**config.mk**
```make
export PLATFORM = sky130hd
export DESIGN_NAME = ned_exec
export DESIGN_NICKNAME = d
export VERILOG_FILES = /design/src/ned_pkg.sv /design/src/ned_stk_if.sv /design/src/ned_stack_mem.sv /design/src/ned_alu.sv /design/src/ned_exec.sv
export SDC_FILE = /design/constraint.sdc
export NUM_CORES = 1
export LEC_CHECK = 0
export BUFFER_PORTS_ARGS = -buffer_cell sky130_fd_sc_hd__buf_2
export CORE_MARGIN = 4
export CORE_UTILIZATION = 50
export CTS_CLUSTER_SIZE = 30
export DETAILED_ROUTE_END_ITERATION = 6
export PLACE_DENSITY_LB_ADDON = 0.3
export SYNTH_ARGS = -nofsm -noshare
export SYNTH_HDL_FRONTEND = slang
export SYNTH_SLANG_ARGS = --single-unit
```
**constraint.sdc**
```tcl
create_clock -name i_clk -period 5.2 [get_ports i_clk]
set_input_delay 0.52 -clock i_clk [delete_from_list [all_inputs] [get_ports i_clk]]
set_output_delay 0.52 -clock i_clk [all_outputs]
set_load 0.05 [all_outputs]
```
**src/ned_pkg.sv**
```systemverilog
// Overview of operation
// - Add immediate to accumulator, carry untouched; skip next when no overflow.
// - AND and OR combine accumulator with addressed RAM nibble into accumulator.
// - Set-carry and clear-carry instructions each finish in one cycle.
// - Skip next instruction when carry is zero; carry unchanged.
// - Complement replaces the accumulator with its bitwise inverse.
// - Rotate carry and accumulator right by one through the carry.
// - Set or clear bit j of the addressed RAM nibble.
// - Skip next instruction when bit j of addressed RAM nibble is zero.
// - Skip next instruction when accumulator equals addressed RAM nibble.
// - Two-word compare with immediate in second word; skip on equality.
// - Near branch loads seven low address bits, page kept.
// - Far branch loads page and low address over two words, two cycles.
// - Indirect far branch targets D register bits above accumulator in page.
// - Short call pushes return address and jumps into page two.
// - Far calls push return address and jump to immediate or indirect target.
// - Page field valid up to 63, or 47 on the smaller ROM.
// - Interrupt return pops address and restores saved context.
// - Subroutine return pops the address, two cycles.
// - Return and skip pops, then always skips the instruction returned to.
// - Interrupt disable clears and enable sets the global enable flag.
// - External flag test skips when flag is one, then clears it.
// - Pin level test skips when pin level matches control bit two.
// - Pair write loads timer 1, 2 or 4 counter and reload together.
// - Separate writes load only the timer 4 counter or only its reload.
// - Timer flag test skips when flag is one, then clears it.
package ned_pkg;
	localparam int         PCL_W     = 7;
	localparam int         PG_W      = 6;
	localparam int         PC_W      = 13;
	localparam int         SP_W      = 3;
	localparam logic [9:0] M_N       = 10'h3f0;
	localparam logic [9:0] M_J       = 10'h3fc;
	localparam logic [9:0] M_A7      = 10'h380;
	localparam logic [9:0] M_P5      = 10'h3e0;
	localparam logic [9:0] OP_ADDI   = 10'h060;
	localparam logic [9:0] OP_AND    = 10'h018;
	localparam logic [9:0] OP_OR     = 10'h019;
	localparam logic [9:0] OP_SETC   = 10'h007;
	localparam logic [9:0] OP_CLRC   = 10'h006;
	localparam logic [9:0] OP_SZC    = 10'h02f;
	localparam logic [9:0] OP_CMA    = 10'h01c;
	localparam logic [9:0] OP_ROR    = 10'h01d;
	localparam logic [9:0] OP_SETB   = 10'h05c;
	localparam logic [9:0] OP_CLRB   = 10'h04c;
	localparam logic [9:0] OP_SZB    = 10'h020;
	localparam logic [9:0] OP_SEQM   = 10'h026;
	localparam logic [9:0] OP_SEQI   = 10'h025;
	localparam logic [9:0] OP_NEAR   = 10'h180;
	localparam logic [9:0] OP_CALL2  = 10'h100;
	localparam logic [9:0] OP_FJMP   = 10'h0e0;
	localparam logic [9:0] OP_FCALL  = 10'h0c0;
	localparam logic [9:0] OP_FJMPI  = 10'h010;
	localparam logic [9:0] OP_FCALLI = 10'h030;
	localparam logic [9:0] OP_IRET   = 10'h046;
	localparam logic [9:0] OP_RET    = 10'h044;
	localparam logic [9:0] OP_RETS   = 10'h045;
	localparam logic [9:0] OP_IMASK  = 10'h004;
	localparam logic [9:0] OP_IUNM   = 10'h005;
	localparam logic [9:0] OP_SNZX   = 10'h038;
	localparam logic [9:0] OP_T1LD   = 10'h230;
	localparam logic [9:0] OP_T2LD   = 10'h231;
	localparam logic [9:0] OP_T4LD   = 10'h233;
	localparam logic [9:0] OP_T4CNT  = 10'h236;
	localparam logic [9:0] OP_T4RLD  = 10'h23c;
	localparam logic [9:0] OP_SNZT   = 10'h280;
	localparam logic [5:0] CALL_PAGE = 6'h02;
	localparam logic [5:0] PAGE_BIG  = 6'h3f;
	localparam logic [2:0] SP_RST    = 3'h7;
	localparam logic [3:0] NIB_RST   = 4'h0;
	localparam logic [12:0] PC_RST   = 13'h0000;
	typedef enum logic [1:0] {ST_EXEC, ST_W2, ST_SKIP2, ST_RET} ned_state_t;
endpackage : ned_pkg

```
**src/ned_stk_if.sv**
```systemverilog
`timescale 1ns/100ps
`default_nettype none
interface ned_stk_if;
	logic        we;
	logic [2:0]  waddr;
	logic [12:0] wdata;
	logic [2:0]  raddr;
	logic [12:0] rdata;
	modport ctl (output we, output waddr, output wdata, output raddr,
		input rdata);
	modport mem (input we, input waddr, input wdata, input raddr,
		output rdata);
endinterface : ned_stk_if
`default_nettype wire

```
**src/ned_stack_mem.sv**
```systemverilog
`timescale 1ns/100ps
`default_nettype none
module ned_stack_mem #(
	parameter int DEPTH = 8
) (
	input  wire logic i_clk,   // System clock.
	ned_stk_if.mem    stk      // Stack port.
);
	logic [12:0] mem_r [DEPTH];
	logic [12:0] rdata_ff;

	// Writes forward to the read port so the registered top is never stale.
	always_ff @(posedge i_clk) begin
		if (stk.we) begin
			mem_r[stk.waddr] <= stk.wdata;
		end
		if (stk.we && stk.waddr == stk.raddr) begin
			rdata_ff <= stk.wdata;
		end else begin
			rdata_ff <= mem_r[stk.raddr];
		end
	end
	assign stk.rdata = rdata_ff;
endmodule : ned_stack_mem
`default_nettype wire

```
**src/ned_alu.sv**
```systemverilog
`timescale 1ns/100ps
`default_nettype none
module ned_alu (
	input  wire logic [3:0] i_acc,   // Accumulator.
	input  wire logic       i_cy,    // Carry bit.
	input  wire logic [3:0] i_mem,   // Addressed RAM nibble.
	input  wire logic [3:0] i_imm,   // Immediate nibble.
	input  wire logic [1:0] i_bsel,  // Bit index j.
	output logic [4:0]      o_sum,   // Acc plus immediate, with overflow.
	output logic [3:0]      o_and,   // Acc and memory.
	output logic [3:0]      o_or,    // Acc or memory.
	output logic [4:0]      o_ror,   // New carry, new acc.
	output logic [3:0]      o_setb,  // Memory with bit j set.
	output logic [3:0]      o_clrb,  // Memory with bit j cleared.
	output logic            o_bit    // Memory bit j.
);
	wire [3:0] onehot = 4'h1 << i_bsel;

	assign o_sum  = {1'b0, i_acc} + {1'b0, i_imm};
	assign o_and  = i_acc & i_mem;
	assign o_or   = i_acc | i_mem;
	assign o_ror  = {i_acc[0], i_cy, i_acc[3:1]};
	assign o_setb = i_mem | onehot;
	assign o_clrb = i_mem & ~onehot;
	assign o_bit  = i_mem[i_bsel];
endmodule : ned_alu
`default_nettype wire

```
**src/ned_exec.sv**
```systemverilog
`timescale 1ns/100ps
`default_nettype none
module ned_exec #(
	parameter logic [5:0] PAGE_MAX = ned_pkg::PAGE_BIG,
	parameter int         SK_DEPTH = 8
) (
	input  wire logic        i_clk,         // System clock.
	input  wire logic        i_sys_rst,     // Synchronous reset.
	input  wire logic        i_instr_valid, // Word at o_pc is present.
	input  wire logic [9:0]  i_instr,       // Instruction word.
	input  wire logic [3:0]  i_mem_rdata,   // RAM nibble at data pointer.
	input  wire logic [2:0]  i_d_reg,       // D register bits.
	input  wire logic        i_ab_we,       // External load of A and B.
	input  wire logic [7:0]  i_ab_wdata,    // B high, A low.
	input  wire logic [9:0]  i_data_pointer,// Current data pointer.
	input  wire logic        i_lds_state,   // Load suppression state.
	input  wire logic        i_irq_enter,   // Interrupt accepted.
	input  wire logic [12:0] i_irq_vector,  // Interrupt entry address.
	input  wire logic [1:0]  i_ext_req,     // External request pulses.
	input  wire logic [2:0]  i_ext_pin,     // Pins 0, 1, 2 (async).
	input  wire logic        i_pin0_ctl_b2, // Pin 0 level select.
	input  wire logic        i_pin1_ctl_b2, // Pin 1 level select.
	input  wire logic        i_pin_merge,   // Pin 1 or pin 2 merge.
	input  wire logic [3:0]  i_tmr_flag,    // Timer 1..4 flags.
	output logic             o_fetch_ready, // Ready to take a word this cycle.
	output logic [12:0]      o_pc,          // Program counter.
	output logic [3:0]       o_acc,         // Accumulator.
	output logic [3:0]       o_breg,        // Second working register.
	output logic             o_carry_bit,   // Carry bit.
	output logic [2:0]       o_stack_index, // Stack pointer.
	output logic             o_skip,        // Skip pending.
	output logic             o_irq_glb_en,  // Global interrupt enable.
	output logic [1:0]       o_ext_flag,    // External request flags.
	output logic             o_mem_we,      // RAM write strobe.
	output logic [3:0]       o_mem_wdata,   // RAM write nibble.
	output logic [7:0]       o_tmr_wdata,   // Timer write byte.
	output logic [2:0]       o_tmr_cnt_we,  // Counter load 1, 2, 4.
	output logic [2:0]       o_tmr_rld_we,  // Reload load 1, 2, 4.
	output logic [3:0]       o_tmr_flag_clr,// Timer flag clear.
	output logic             o_dp_restore,  // Restore pulse.
	output logic [9:0]       o_dp_value,    // Restored data pointer.
	output logic             o_lds_value,   // Restored suppression.
	output logic             o_page_err     // Page above PAGE_MAX.
);
	ned_pkg::ned_state_t st_ff, nxt_st;
	logic [12:0] pc_ff, nxt_pc;
	logic [3:0]  acc_ff, nxt_acc, b_ff, nxt_b;
	logic        cy_ff, nxt_cy, skip_ff, nxt_skip, ie_ff, nxt_ie;
	logic [2:0]  sp_ff, nxt_sp;
	logic [9:0]  op1_ff;
	logic        rdy_ff, memwe_ff, dpr_ff, perr_ff, nxt_perr;
	logic [3:0]  memwd_ff, nxt_memwd, tclr_ff;
	logic        nxt_memwe;
	logic [2:0]  cwe_ff, rwe_ff;
	logic [7:0]  twd_ff;
	logic [1:0]  xf_ff, xclr;
	logic [2:0]  pin_s1_ff, pin_s2_ff;
	logic [9:0]  sh_dp_ff;
	logic [3:0]  sh_a_ff, sh_b_ff;
	logic        sh_cy_ff, sh_sk_ff, sh_lds_ff;
	logic        push, pop;
	logic [12:0] push_val;

	ned_stk_if stk ();
	ned_stack_mem #(.DEPTH(SK_DEPTH)) u_stk (.i_clk(i_clk), .stk(stk));

	wire [9:0] w = i_instr;
	logic [4:0] sum, ror;
	logic [3:0] and_r, or_r, setb, clrb;
	logic       bit_j;
	ned_alu u_alu (
		.i_acc(acc_ff), .i_cy(cy_ff), .i_mem(i_mem_rdata),
		.i_imm(w[3:0]), .i_bsel(w[1:0]), .o_sum(sum), .o_and(and_r),
		.o_or(or_r), .o_ror(ror), .o_setb(setb), .o_clrb(clrb),
		.o_bit(bit_j)
	);

	// Pins are asynchronous; only the second stage is looked at.
	always_ff @(posedge i_clk) begin
		pin_s1_ff <= i_ext_pin;
		pin_s2_ff <= pin_s1_ff;
	end

	wire irq_go = i_irq_enter && st_ff == ned_pkg::ST_EXEC;
	wire take   = i_instr_valid && rdy_ff && !irq_go;
	wire at_ex  = take && st_ff == ned_pkg::ST_EXEC;
	wire ex     = at_ex && !skip_ff;
	wire at_w2  = take && st_ff == ned_pkg::ST_W2;
	wire [12:0] ret_addr = pc_ff + 13'h0001;

	wire is_addi  = (w & ned_pkg::M_N) == ned_pkg::OP_ADDI;
	wire is_and   = w == ned_pkg::OP_AND;
	wire is_or    = w == ned_pkg::OP_OR;
	wire is_setc  = w == ned_pkg::OP_SETC;
	wire is_clrc  = w == ned_pkg::OP_CLRC;
	wire is_szc   = w == ned_pkg::OP_SZC;
	wire is_cma   = w == ned_pkg::OP_CMA;
	wire is_ror   = w == ned_pkg::OP_ROR;
	wire is_setb  = (w & ned_pkg::M_J) == ned_pkg::OP_SETB;
	wire is_clrb  = (w & ned_pkg::M_J) == ned_pkg::OP_CLRB;
	wire is_szb   = (w & ned_pkg::M_J) == ned_pkg::OP_SZB;
	wire is_seqm  = w == ned_pkg::OP_SEQM;
	wire is_near  = (w & ned_pkg::M_A7) == ned_pkg::OP_NEAR;
	wire is_call2 = (w & ned_pkg::M_A7) == ned_pkg::OP_CALL2;
	wire is_iret  = w == ned_pkg::OP_IRET;
	wire is_ret   = w == ned_pkg::OP_RET;
	wire is_rets  = w == ned_pkg::OP_RETS;
	wire is_imask = w == ned_pkg::OP_IMASK;
	wire is_iunm  = w == ned_pkg::OP_IUNM;
	wire is_snzx  = (w & ned_pkg::M_J) == ned_pkg::OP_SNZX;
	wire is_snzt  = (w & ned_pkg::M_J) == ned_pkg::OP_SNZT;
	wire is_t4cnt = w == ned_pkg::OP_T4CNT;
	wire is_t4rld = w == ned_pkg::OP_T4RLD;
	wire [2:0] tld = {w == ned_pkg::OP_T4LD, w == ned_pkg::OP_T2LD,
		w == ned_pkg::OP_T1LD};
	wire is_fj    = (w & ned_pkg::M_P5) == ned_pkg::OP_FJMP;
	wire is_fc    = (w & ned_pkg::M_P5) == ned_pkg::OP_FCALL;
	wire is_two   = is_fj || is_fc || w == ned_pkg::OP_FJMPI
		|| w == ned_pkg::OP_FCALLI || w == ned_pkg::OP_SEQI;

	// Second-word decode looks at the held first word.
	wire h_fj  = (op1_ff & ned_pkg::M_P5) == ned_pkg::OP_FJMP;
	wire h_fc  = (op1_ff & ned_pkg::M_P5) == ned_pkg::OP_FCALL;
	wire h_fji = op1_ff == ned_pkg::OP_FJMPI;
	wire h_fci = op1_ff == ned_pkg::OP_FCALLI;
	wire h_seq = op1_ff == ned_pkg::OP_SEQI;
	wire [5:0] pg_dir = {w[7], op1_ff[4:0]};
	wire [5:0] pg_ind = {w[7:6], w[3:0]};
	wire [5:0] page   = (h_fj || h_fc) ? pg_dir : pg_ind;
	wire [6:0] low    = (h_fj || h_fc) ? w[6:0] : {i_d_reg, acc_ff};

	// Pin 1 may be merged with pin 2 by an OR.
	wire pin1_lvl = pin_s2_ff[1] || (i_pin_merge && pin_s2_ff[2]);
	wire pin0_hit = pin_s2_ff[0] == i_pin0_ctl_b2;
	wire pin1_hit = pin1_lvl == i_pin1_ctl_b2;
	wire [3:0] snzx_hit = {pin1_hit, pin0_hit, xf_ff};
	wire snzx_sk = snzx_hit[w[1:0]];
	wire snzt_sk = i_tmr_flag[w[1:0]];

	always_comb begin
		nxt_st    = st_ff;
		nxt_pc    = pc_ff;
		nxt_acc   = acc_ff;
		nxt_b     = b_ff;
		nxt_cy    = cy_ff;
		nxt_skip  = skip_ff;
		nxt_ie    = ie_ff;
		nxt_sp    = sp_ff;
		nxt_memwe = 1'b0;
		nxt_memwd = memwd_ff;
		nxt_perr  = 1'b0;
		xclr      = 2'h0;
		push      = 1'b0;
		pop       = 1'b0;
		push_val  = ret_addr;
		if (i_ab_we) begin
			{nxt_b, nxt_acc} = i_ab_wdata;
		end
		if (irq_go) begin
			push     = 1'b1;
			push_val = pc_ff;
			nxt_pc   = i_irq_vector;
			nxt_skip = 1'b0;
			nxt_ie   = 1'b0;
		end
		if (take) begin
			nxt_pc = ret_addr;
		end
		case (st_ff)
		ned_pkg::ST_EXEC: begin
			if (at_ex && skip_ff) begin
				nxt_skip = 1'b0;
				if (is_two) begin
					nxt_st = ned_pkg::ST_SKIP2;
				end
			end else if (ex) begin
				if (is_two) begin
					nxt_st = ned_pkg::ST_W2;
				end
				if (is_addi) begin
					nxt_acc  = sum[3:0];
					nxt_skip = !sum[4];
				end
				if (is_and) begin
					nxt_acc = and_r;
				end
				if (is_or) begin
					nxt_acc = or_r;
				end
				if (is_setc || is_clrc) begin
					nxt_cy = is_setc;
				end
				if (is_szc) begin
					nxt_skip = !cy_ff;
				end
				if (is_cma) begin
					nxt_acc = ~acc_ff;
				end
				if (is_ror) begin
					{nxt_cy, nxt_acc} = ror;
				end
				if (is_setb || is_clrb) begin
					nxt_memwe = 1'b1;
					nxt_memwd = is_setb ? setb : clrb;
				end
				if (is_szb) begin
					nxt_skip = !bit_j;
				end
				if (is_seqm) begin
					nxt_skip = acc_ff == i_mem_rdata;
				end
				if (is_near) begin
					nxt_pc = {pc_ff[12:7], w[6:0]};
				end
				if (is_call2) begin
					push   = 1'b1;
					nxt_pc = {ned_pkg::CALL_PAGE, w[6:0]};
				end
				if (is_ret || is_rets || is_iret) begin
					pop    = 1'b1;
					nxt_pc = stk.rdata;
				end
				if (is_ret || is_rets) begin
					nxt_st   = ned_pkg::ST_RET;
					nxt_skip = is_rets;
				end
				if (is_iret) begin
					nxt_acc  = sh_a_ff;
					nxt_b    = sh_b_ff;
					nxt_cy   = sh_cy_ff;
					nxt_skip = sh_sk_ff;
				end
				if (is_imask || is_iunm) begin
					nxt_ie = is_iunm;
				end
				if (is_snzx) begin
					nxt_skip = snzx_sk;
					xclr[0]  = w[1:0] == 2'h0 && xf_ff[0];
					xclr[1]  = w[1:0] == 2'h1 && xf_ff[1];
				end
				if (is_snzt) begin
					nxt_skip = snzt_sk;
				end
			end
		end
		ned_pkg::ST_W2: begin
			if (at_w2) begin
				nxt_st = ned_pkg::ST_EXEC;
				if (h_seq) begin
					nxt_skip = acc_ff == w[3:0];
				end else begin
					nxt_pc   = {page, low};
					push     = h_fc || h_fci;
					nxt_perr = page > PAGE_MAX;
				end
			end
		end
		ned_pkg::ST_SKIP2: begin
			if (take) begin
				nxt_st = ned_pkg::ST_EXEC;
			end
		end
		ned_pkg::ST_RET: begin
			nxt_st = ned_pkg::ST_EXEC;
		end
		default: begin
			nxt_st = ned_pkg::ST_EXEC;
		end
		endcase
		if (push) begin
			nxt_sp = sp_ff + 3'h1;
		end else if (pop) begin
			nxt_sp = sp_ff - 3'h1;
		end
	end

	assign stk.we    = push;
	assign stk.waddr = nxt_sp;
	assign stk.wdata = push_val;
	assign stk.raddr = nxt_sp;

	always_ff @(posedge i_clk) begin
		if (i_sys_rst) begin
			st_ff   <= ned_pkg::ST_EXEC;
			pc_ff   <= ned_pkg::PC_RST;
			acc_ff  <= ned_pkg::NIB_RST;
			b_ff    <= ned_pkg::NIB_RST;
			cy_ff   <= 1'b0;
			skip_ff <= 1'b0;
			ie_ff   <= 1'b0;
			sp_ff   <= ned_pkg::SP_RST;
			rdy_ff  <= 1'b0;
		end else begin
			st_ff   <= nxt_st;
			pc_ff   <= nxt_pc;
			acc_ff  <= nxt_acc;
			b_ff    <= nxt_b;
			cy_ff   <= nxt_cy;
			skip_ff <= nxt_skip;
			ie_ff   <= nxt_ie;
			sp_ff   <= nxt_sp;
			rdy_ff  <= nxt_st != ned_pkg::ST_RET;
		end
	end

	always_ff @(posedge i_clk) begin
		if (i_sys_rst) begin
			op1_ff   <= 10'h000;
			memwe_ff <= 1'b0;
			memwd_ff <= ned_pkg::NIB_RST;
			perr_ff  <= 1'b0;
			xf_ff    <= 2'h0;
		end else begin
			if (at_ex) begin
				op1_ff <= w;
			end
			memwe_ff <= nxt_memwe;
			memwd_ff <= nxt_memwd;
			perr_ff  <= nxt_perr;
			// A request arriving with the clear keeps the flag set.
			xf_ff <= (xf_ff & ~xclr) | i_ext_req;
		end
	end

	// Timer strobes; the timers own their flags and honour a set first.
	always_ff @(posedge i_clk) begin
		if (i_sys_rst) begin
			cwe_ff  <= 3'h0;
			rwe_ff  <= 3'h0;
			twd_ff  <= 8'h00;
			tclr_ff <= 4'h0;
		end else begin
			cwe_ff  <= ex ? (tld | {is_t4cnt, 2'h0}) : 3'h0;
			rwe_ff  <= ex ? (tld | {is_t4rld, 2'h0}) : 3'h0;
			twd_ff  <= {b_ff, acc_ff};
			tclr_ff <= (ex && is_snzt) ? (i_tmr_flag & (4'h1 << w[1:0]))
				: 4'h0;
		end
	end

	// Context saved on interrupt entry and given back by the return.
	always_ff @(posedge i_clk) begin
		if (i_sys_rst) begin
			sh_dp_ff  <= 10'h000;
			sh_a_ff   <= ned_pkg::NIB_RST;
			sh_b_ff   <= ned_pkg::NIB_RST;
			sh_cy_ff  <= 1'b0;
			sh_sk_ff  <= 1'b0;
			sh_lds_ff <= 1'b0;
			dpr_ff    <= 1'b0;
		end else begin
			if (irq_go) begin
				sh_dp_ff  <= i_data_pointer;
				sh_a_ff   <= acc_ff;
				sh_b_ff   <= b_ff;
				sh_cy_ff  <= cy_ff;
				sh_sk_ff  <= skip_ff;
				sh_lds_ff <= i_lds_state;
			end
			dpr_ff <= ex && is_iret;
		end
	end

	assign o_fetch_ready  = rdy_ff;
	assign o_pc           = pc_ff;
	assign o_acc          = acc_ff;
	assign o_breg         = b_ff;
	assign o_carry_bit    = cy_ff;
	assign o_stack_index  = sp_ff;
	assign o_skip         = skip_ff;
	assign o_irq_glb_en   = ie_ff;
	assign o_ext_flag     = xf_ff;
	assign o_mem_we       = memwe_ff;
	assign o_mem_wdata    = memwd_ff;
	assign o_tmr_wdata    = twd_ff;
	assign o_tmr_cnt_we   = cwe_ff;
	assign o_tmr_rld_we   = rwe_ff;
	assign o_tmr_flag_clr = tclr_ff;
	assign o_dp_restore   = dpr_ff;
	assign o_dp_value     = sh_dp_ff;
	assign o_lds_value    = sh_lds_ff;
	assign o_page_err     = perr_ff;
endmodule : ned_exec
`default_nettype wire

```
# ---- After elaboration in Yosys (flattened, before gate mapping)
# Memories as Yosys holds them, arrays and structs flattened. A register that Yosys moved wholly into a read port is not among the register bits.
# Cells that the tools add are included.
# W data, S select, Z words.
dict set report word_totals {
  register_bits 94
  ramBits 104
  elab_cells 222
  n_memories 1
}
dict set report classes {
  addsub 4
  magnitude_cmp 2
  eq_ne 45
  n_shift 1
  muxes 85
  bitwise_logic 18
  reduce_logical 38
}
# memory words word_bits read_ports rd_clocked_by_memory_dff wr line
set mem_list {}
lappend mem_list {u_stk.mem_r 8 13 1 1 1 ned_stack_mem.sv:9} ;# logic [12:0] mem_r [DEPTH];
# cell count
set ops {}
lappend ops {{$mux W13} 10}
lappend ops {{$mux W4} 16}
lappend ops {{$eq A10 B6 Y1 const B} 6}
lappend ops {{$eq A10 B10 Y1 const B} 5}
lappend ops {{$eq A10 B5 Y1 const B} 5}
lappend ops {{$eq A10 B3 Y1 const B} 4}
lappend ops {{$mux W1} 37}
lappend ops {{$eq A10 B7 Y1 const B} 3}
lappend ops {{$pmux W13 S2} 1}
lappend ops {{$mux W2} 11}
lappend ops {{$eq A5 B3 Y1 const B} 4}
lappend ops {{$eq A8 B4 Y1 const B} 2}
lappend ops {{$eq A8 B5 Y1 const B} 2}
lappend ops {{$add A13 B1 Y13 const B} 1}
lappend ops {{$and A4 B4 Y4} 3}
lappend ops {{$logic_and A1 B1 Y1} 12}
lappend ops {{$logic_or A1 B1 Y1} 12}
lappend ops {{$eq A4 B4 Y1} 2}
lappend ops {{$eq A8 B8 Y1 const B} 1}
lappend ops {{$not A4 Y4} 2}
lappend ops {{$or A4 B4 Y4} 2}
lappend ops {{$pmux W2 S4} 1}
lappend ops {{$reduce_and A4 Y1} 2}
lappend ops {{$reduce_or A4 Y1} 2}
lappend ops {{27 further kinds} 47}

# ---- Longest topological paths before layout
dict set report logic_depth {
  word_depth 14
  depth_mapped 9
  mapped_depth_nobuf 9
}

# ---- By module
# Synthesis repeated with hierarchy kept, for this count alone.
dict set report hier_totals {
  hier_cells 877
  area_unflattened_um2 9625.5
}
# mod n_inst cells_each area_each_um2 seq_area_each_um2
set by_module_without_submodules {}
lappend by_module_without_submodules {ned_exec 1 671 5198.7 1841.8}
lappend by_module_without_submodules {ned_stack_mem 1 166 4115.2 3183.1}
lappend by_module_without_submodules {ned_alu 1 40 311.5 0.0}

# ---- Least setup slack after synthesis
# Ideal clock, no wire load.
dict set report synth_path {
  path_type {reg-to-reg}
  start {register rdy_ff (netlist: o_fetch_ready)}
  end {memory u_stk.mem_r[1][0], enable pin}
  arrival_ns 2.644
  t_required_ns 4.800
  setup_slack_ns 2.157
  stages_incl_launch_ff 8
  path_buffers 1
  cell_sequence {dfxtp_1 -> nand2_1 -> clkbuf_1 -> nor4_1 -> o21ai_0 -> nand2_1 -> nand2_1 -> nor3_1}
}
dict set report synth_via {
  elab_chain_len 9
}
# element line
set synth_lines {}
lappend synth_lines {{from (decl)} ned_exec.sv:51} ;# logic rdy_ff, memwe_ff, dpr_ff, perr_ff, nxt_perr;
lappend synth_lines {{from (signal assigned)} ned_exec.sv:302} ;# rdy_ff <= nxt_st != ned_pkg::ST_RET;
lappend synth_lines {{$logic_and A1 B1 Y1 * (2 in a row)} ned_exec.sv:85} ;# wire take = i_instr_valid && rdy_ff && !irq_go;
lappend synth_lines {{$logic_and A1 B1 Y1} ned_exec.sv:86} ;# wire at_ex = take && st_ff == ned_pkg::ST_EXEC;
lappend synth_lines {{$logic_and A1 B1 Y1} ned_exec.sv:87} ;# wire ex = at_ex && !skip_ff;
lappend synth_lines {{$mux W1} ned_exec.sv:176} ;# end else if (ex) begin
lappend synth_lines {{$mux W1} ned_exec.sv:171} ;# if (at_ex && skip_ff) begin
lappend synth_lines {{$pmux W1 S2 / $mux W1 (equally long branches)} ned_exec.sv:169} ;# case (st_ff)
lappend synth_lines {{$mux W1 / $mux W3 (equally long branches)} {ned_stack_mem.sv:14, ned_exec.sv:272}}
lappend synth_lines {{$mux W1 (implied by the code) / $mux W3 (equally long branches)} {ned_stack_mem.sv:15, ned_exec.sv:270}}
lappend synth_lines {{to (decl)} ned_stack_mem.sv:9}
# Mark *: on every way between the ends. The rest lies on a longest branch, timed or not.

# ---- Worst setup path in the final report
dict set report layout_path {
  start {register rdy_ff (netlist: o_fetch_ready)}
  end {memory u_stk.mem_r[7][6], enable pin}
}
# Same word-level chain as after synthesis.

==> results.ini <==
[status]
outcome=finished, final reports clean

[power_and_ir_drop]
p_per_area_nw_per_um2=382
switchingPower_mw=1.31
p_leak_nw=4.07
switching_share_pct=31.7
cell_internal_pwr_mw=2.81
clockPowerShare_pct=31.5
comb_power_share_pct=22.3
peakVddDrop_mv=0.247
seq_power_share_pct=46.2

[detailed_routing]
vias=7456
wirelength_um=26200
wl_met3_um=2260
antenna_left=0
drc_errors=0
routedWlPerCell_um=21.3
firstDrtPassIters=5
highest_layer=met4
drt_iter0_drc=862
wl_met2_um=12100
vias_per_cell=6.08
wl_met1_um=11100

[worst_setup_path]
worstPathRequired_ns=5.26
cpMostUsedCell=nand2_1
crit_type=flip-flop to flip-flop
start_kind=flip-flop
cp.buffers_inverters=0
arrival_ns=3.08
cpPeakStageDelay_ns=0.81
crit_fanout=20
crit_chain=nand2_1, nor2_1, o2111ai_1, nand2_1, nand2_1, nor2_1
slowest_stage=nor2_1
path_delay_family=simple AND/OR/NAND/NOR gates
endpoint_kind=flip-flop

[timing]
period_needed_ns=3.02
rsz0062_at_grt=false
worst_pin_slew_ns=1.06
final.setup.tns_ns=0
setup_viol=0
fmax_ghz=0.331
finalMaxSlewViolations=0
slew_headroom_pct=29.0
hold_viol=0
fin_skew_ns=0.00974
finalCritPeriodShare_pct=58.1

[floorplan]
die-area_sq_um=21200
ios=132
core_area_sq_um=18600
initial_core_util_pct=50.8
rows=50
die_w_um=146
die_height_um=146

[place]
place_hpwl_um=18600
place_inst=1195
io_buffers=131
placed_area_sq_um=10200
routabilityCongestion=0.956

[finish]
mostFrequentLayoutCells=buf_2 (131), nand2_1 (126), edfxtp_1 (104), dfxtp_1 (95), a21oi_1 (85)
fillers=1586
area_delta_synth_final_pct=14.0
final_core_util_pct=57.9
drive_above_1_share_pct=23.0
layout_commonest_cell=buf_2
finalNetCount=1062
final_cell_count_no_fill=1227
n_antenna_cell=0
stdcell_area_sq_um=10800

[cts]
clock_latency_ns=0.44
clkSinkCount=199
htreeDepth=4
cts_buffer_depth=2
cts_setup_buffers=0
clk_transition_reported_paths_ns=0.08
cts_tree=built
numCtsBuffers=17
postCtsHoldBufs=0
root_buffer=clkbuf_16
cts-resized-gates=0

[logic_synthesis]
avgSynthCellArea_sq_um=10.7
syn-instance-count=885
yosysWarnings=0
ys_seq_area_share_pct=53.1
syn_area_sq_um=9470
ys_seq_elements=199
synth_top_flop_cell=edfxtp_1
synth-edff-count=104
yosys.cell_types.count=76
synthArstFlopShare_pct=0
postSynthNetCount=967

[global_routing]
grt_max_degree=44
antenna_found_initial=0
grt_pass1_vias=7070
gr-total-overflow=0
track_usage_pct=24.6
grt_pass1_wl_um=41200

[worst_hold_path]
min_path_type=input port to flip-flop

[job]
cap_violations=0

-- layout make-up --
cell class	instances	area, sq um	share of cell area [%]
Clock buffer	18	429	3.98
Timing Repair Buffer	137	701	6.49
Multi-Input combinational cell	608	4130	38.3
Tap cell	234	293	2.71
Clock inverter	14	153	1.41
Inverter	17	63.8	0.591
Sequential cell	199	5020	46.6
-- worst register-to-register path, cell delays in order, from the launching register on --
cell and delay (ns):
dfxtp_1 0.36, nand2_1 0.42, nor2_1 0.38, o2111ai_1 0.30, nand2_1 0.22, nand2_1 0.16
nor2_1 0.81
-- power by group through the flow --
| stage | registers [mW] | clock network (mW) | logic [mW] |
|---|---|---|---|
| finish | 1.90 | 1.30 | 0.919 |
| global route | 1.92 | 1.38 | 0.976 |
| CTS | 1.90 | 1.31 | 0.917 |
| detailed placement | 1.93 | 0 | 0.909 |
| global placement | 1.93 | 0 | 0.899 |
| floorplan | 1.98 | 0 | 0.578 |
-- sequential cells by signal (all words and copies together) (netlist names), 8 cells and up, named ones only --
name         cells
o_dp_value      10
o_pc            13
op1_ff          10
u_stk.mem_r    104
o_tmr_wdata      8
-- path summary, 6_finish.rpt --
path | start | endpoint | slack [ns] | depth (start not counted)
hold / removal | i_ext_pin[0] | pin_s1_ff[0] | 0.18 | 1
setup reg to reg | o_fetch_ready | u_stk.mem_r[7][6] | 2.18 | 6
hold reg to reg | pin_s1_ff[1] | pin_s2_ff[1] | 0.33 | 0
setup / recovery | o_fetch_ready | u_stk.mem_r[7][6] | 2.18 | 6
-- cells in the mapped netlist (11+ instances only) --
| master | instances | area, sq um |
|---|---|---|
| nand2_1 | 126 | 473 |
| edfxtp_1 | 104 | 3120 |
| dfxtp_1 | 95 | 1900 |
| a21oi_1 | 85 | 425 |
| nor2_1 | 76 | 285 |
| clkbuf_1 | 38 | 143 |
| mux4_2 | 27 | 608 |
| mux2i_1 | 23 | 230 |
| nand3_1 | 18 | 90.1 |
| o21ai_0 | 18 | 90.1 |
| nor3_1 | 17 | 85.1 |
| inv_1 | 16 | 60.1 |
| xnor2_1 | 16 | 140 |
| ha_1 | 15 | 188 |
| nand4_1 | 12 | 75.1 |
| nor4_1 | 12 | 75.1 |
| xor2_1 | 12 | 105 |
| a211oi_1 | 11 | 82.6 |
| nor2b_1 | 11 | 68.8 |
-- logic make-up (layout without fill, tap and decap cells) --
family | count (synthesis) | in the layout | synth area share, %
adders and majority gates | 16 | 16 | 2.19
muxes | 57 | 57 | 9.69
AOI/OAI and AO/OA | 178 | 178 | 11.6
other | 1 | 1 | 0.0396
xor gates and xnor gates | 29 | 29 | 2.76
DFF | 199 | 199 | 53.1
buffers and inverters | 78 | 186 | 3.52
and+or+nand+nor | 327 | 327 | 17.1
-- through the flow --
stage | hold slack, ns | power, mW | setup WS [ns]
after floorplan | 0.310 | 2.56 | 2.16
after global placement | 0.310 | 2.83 | 2.00
after detailed placement | 0.313 | 2.84 | 1.89
after CTS | 0.171 | 4.13 | 2.14
after global routing | 0.166 | 4.27 | 1.88
final | 0.179 | 4.12 | 2.18
-- per-layer routing --
| metal | track usage [%] | up-vias |
|---|---|---|
| met5 | 0 | - |
| met2 | 38.2 | 392 |
| met3 | 4.95 | 48 |
| met4 | 7.26 | 0 |
| li1 | - | 3428 |
| met1 | 35.3 | 3588 |
No activity file was read; power rests on OpenSTA's default activity.
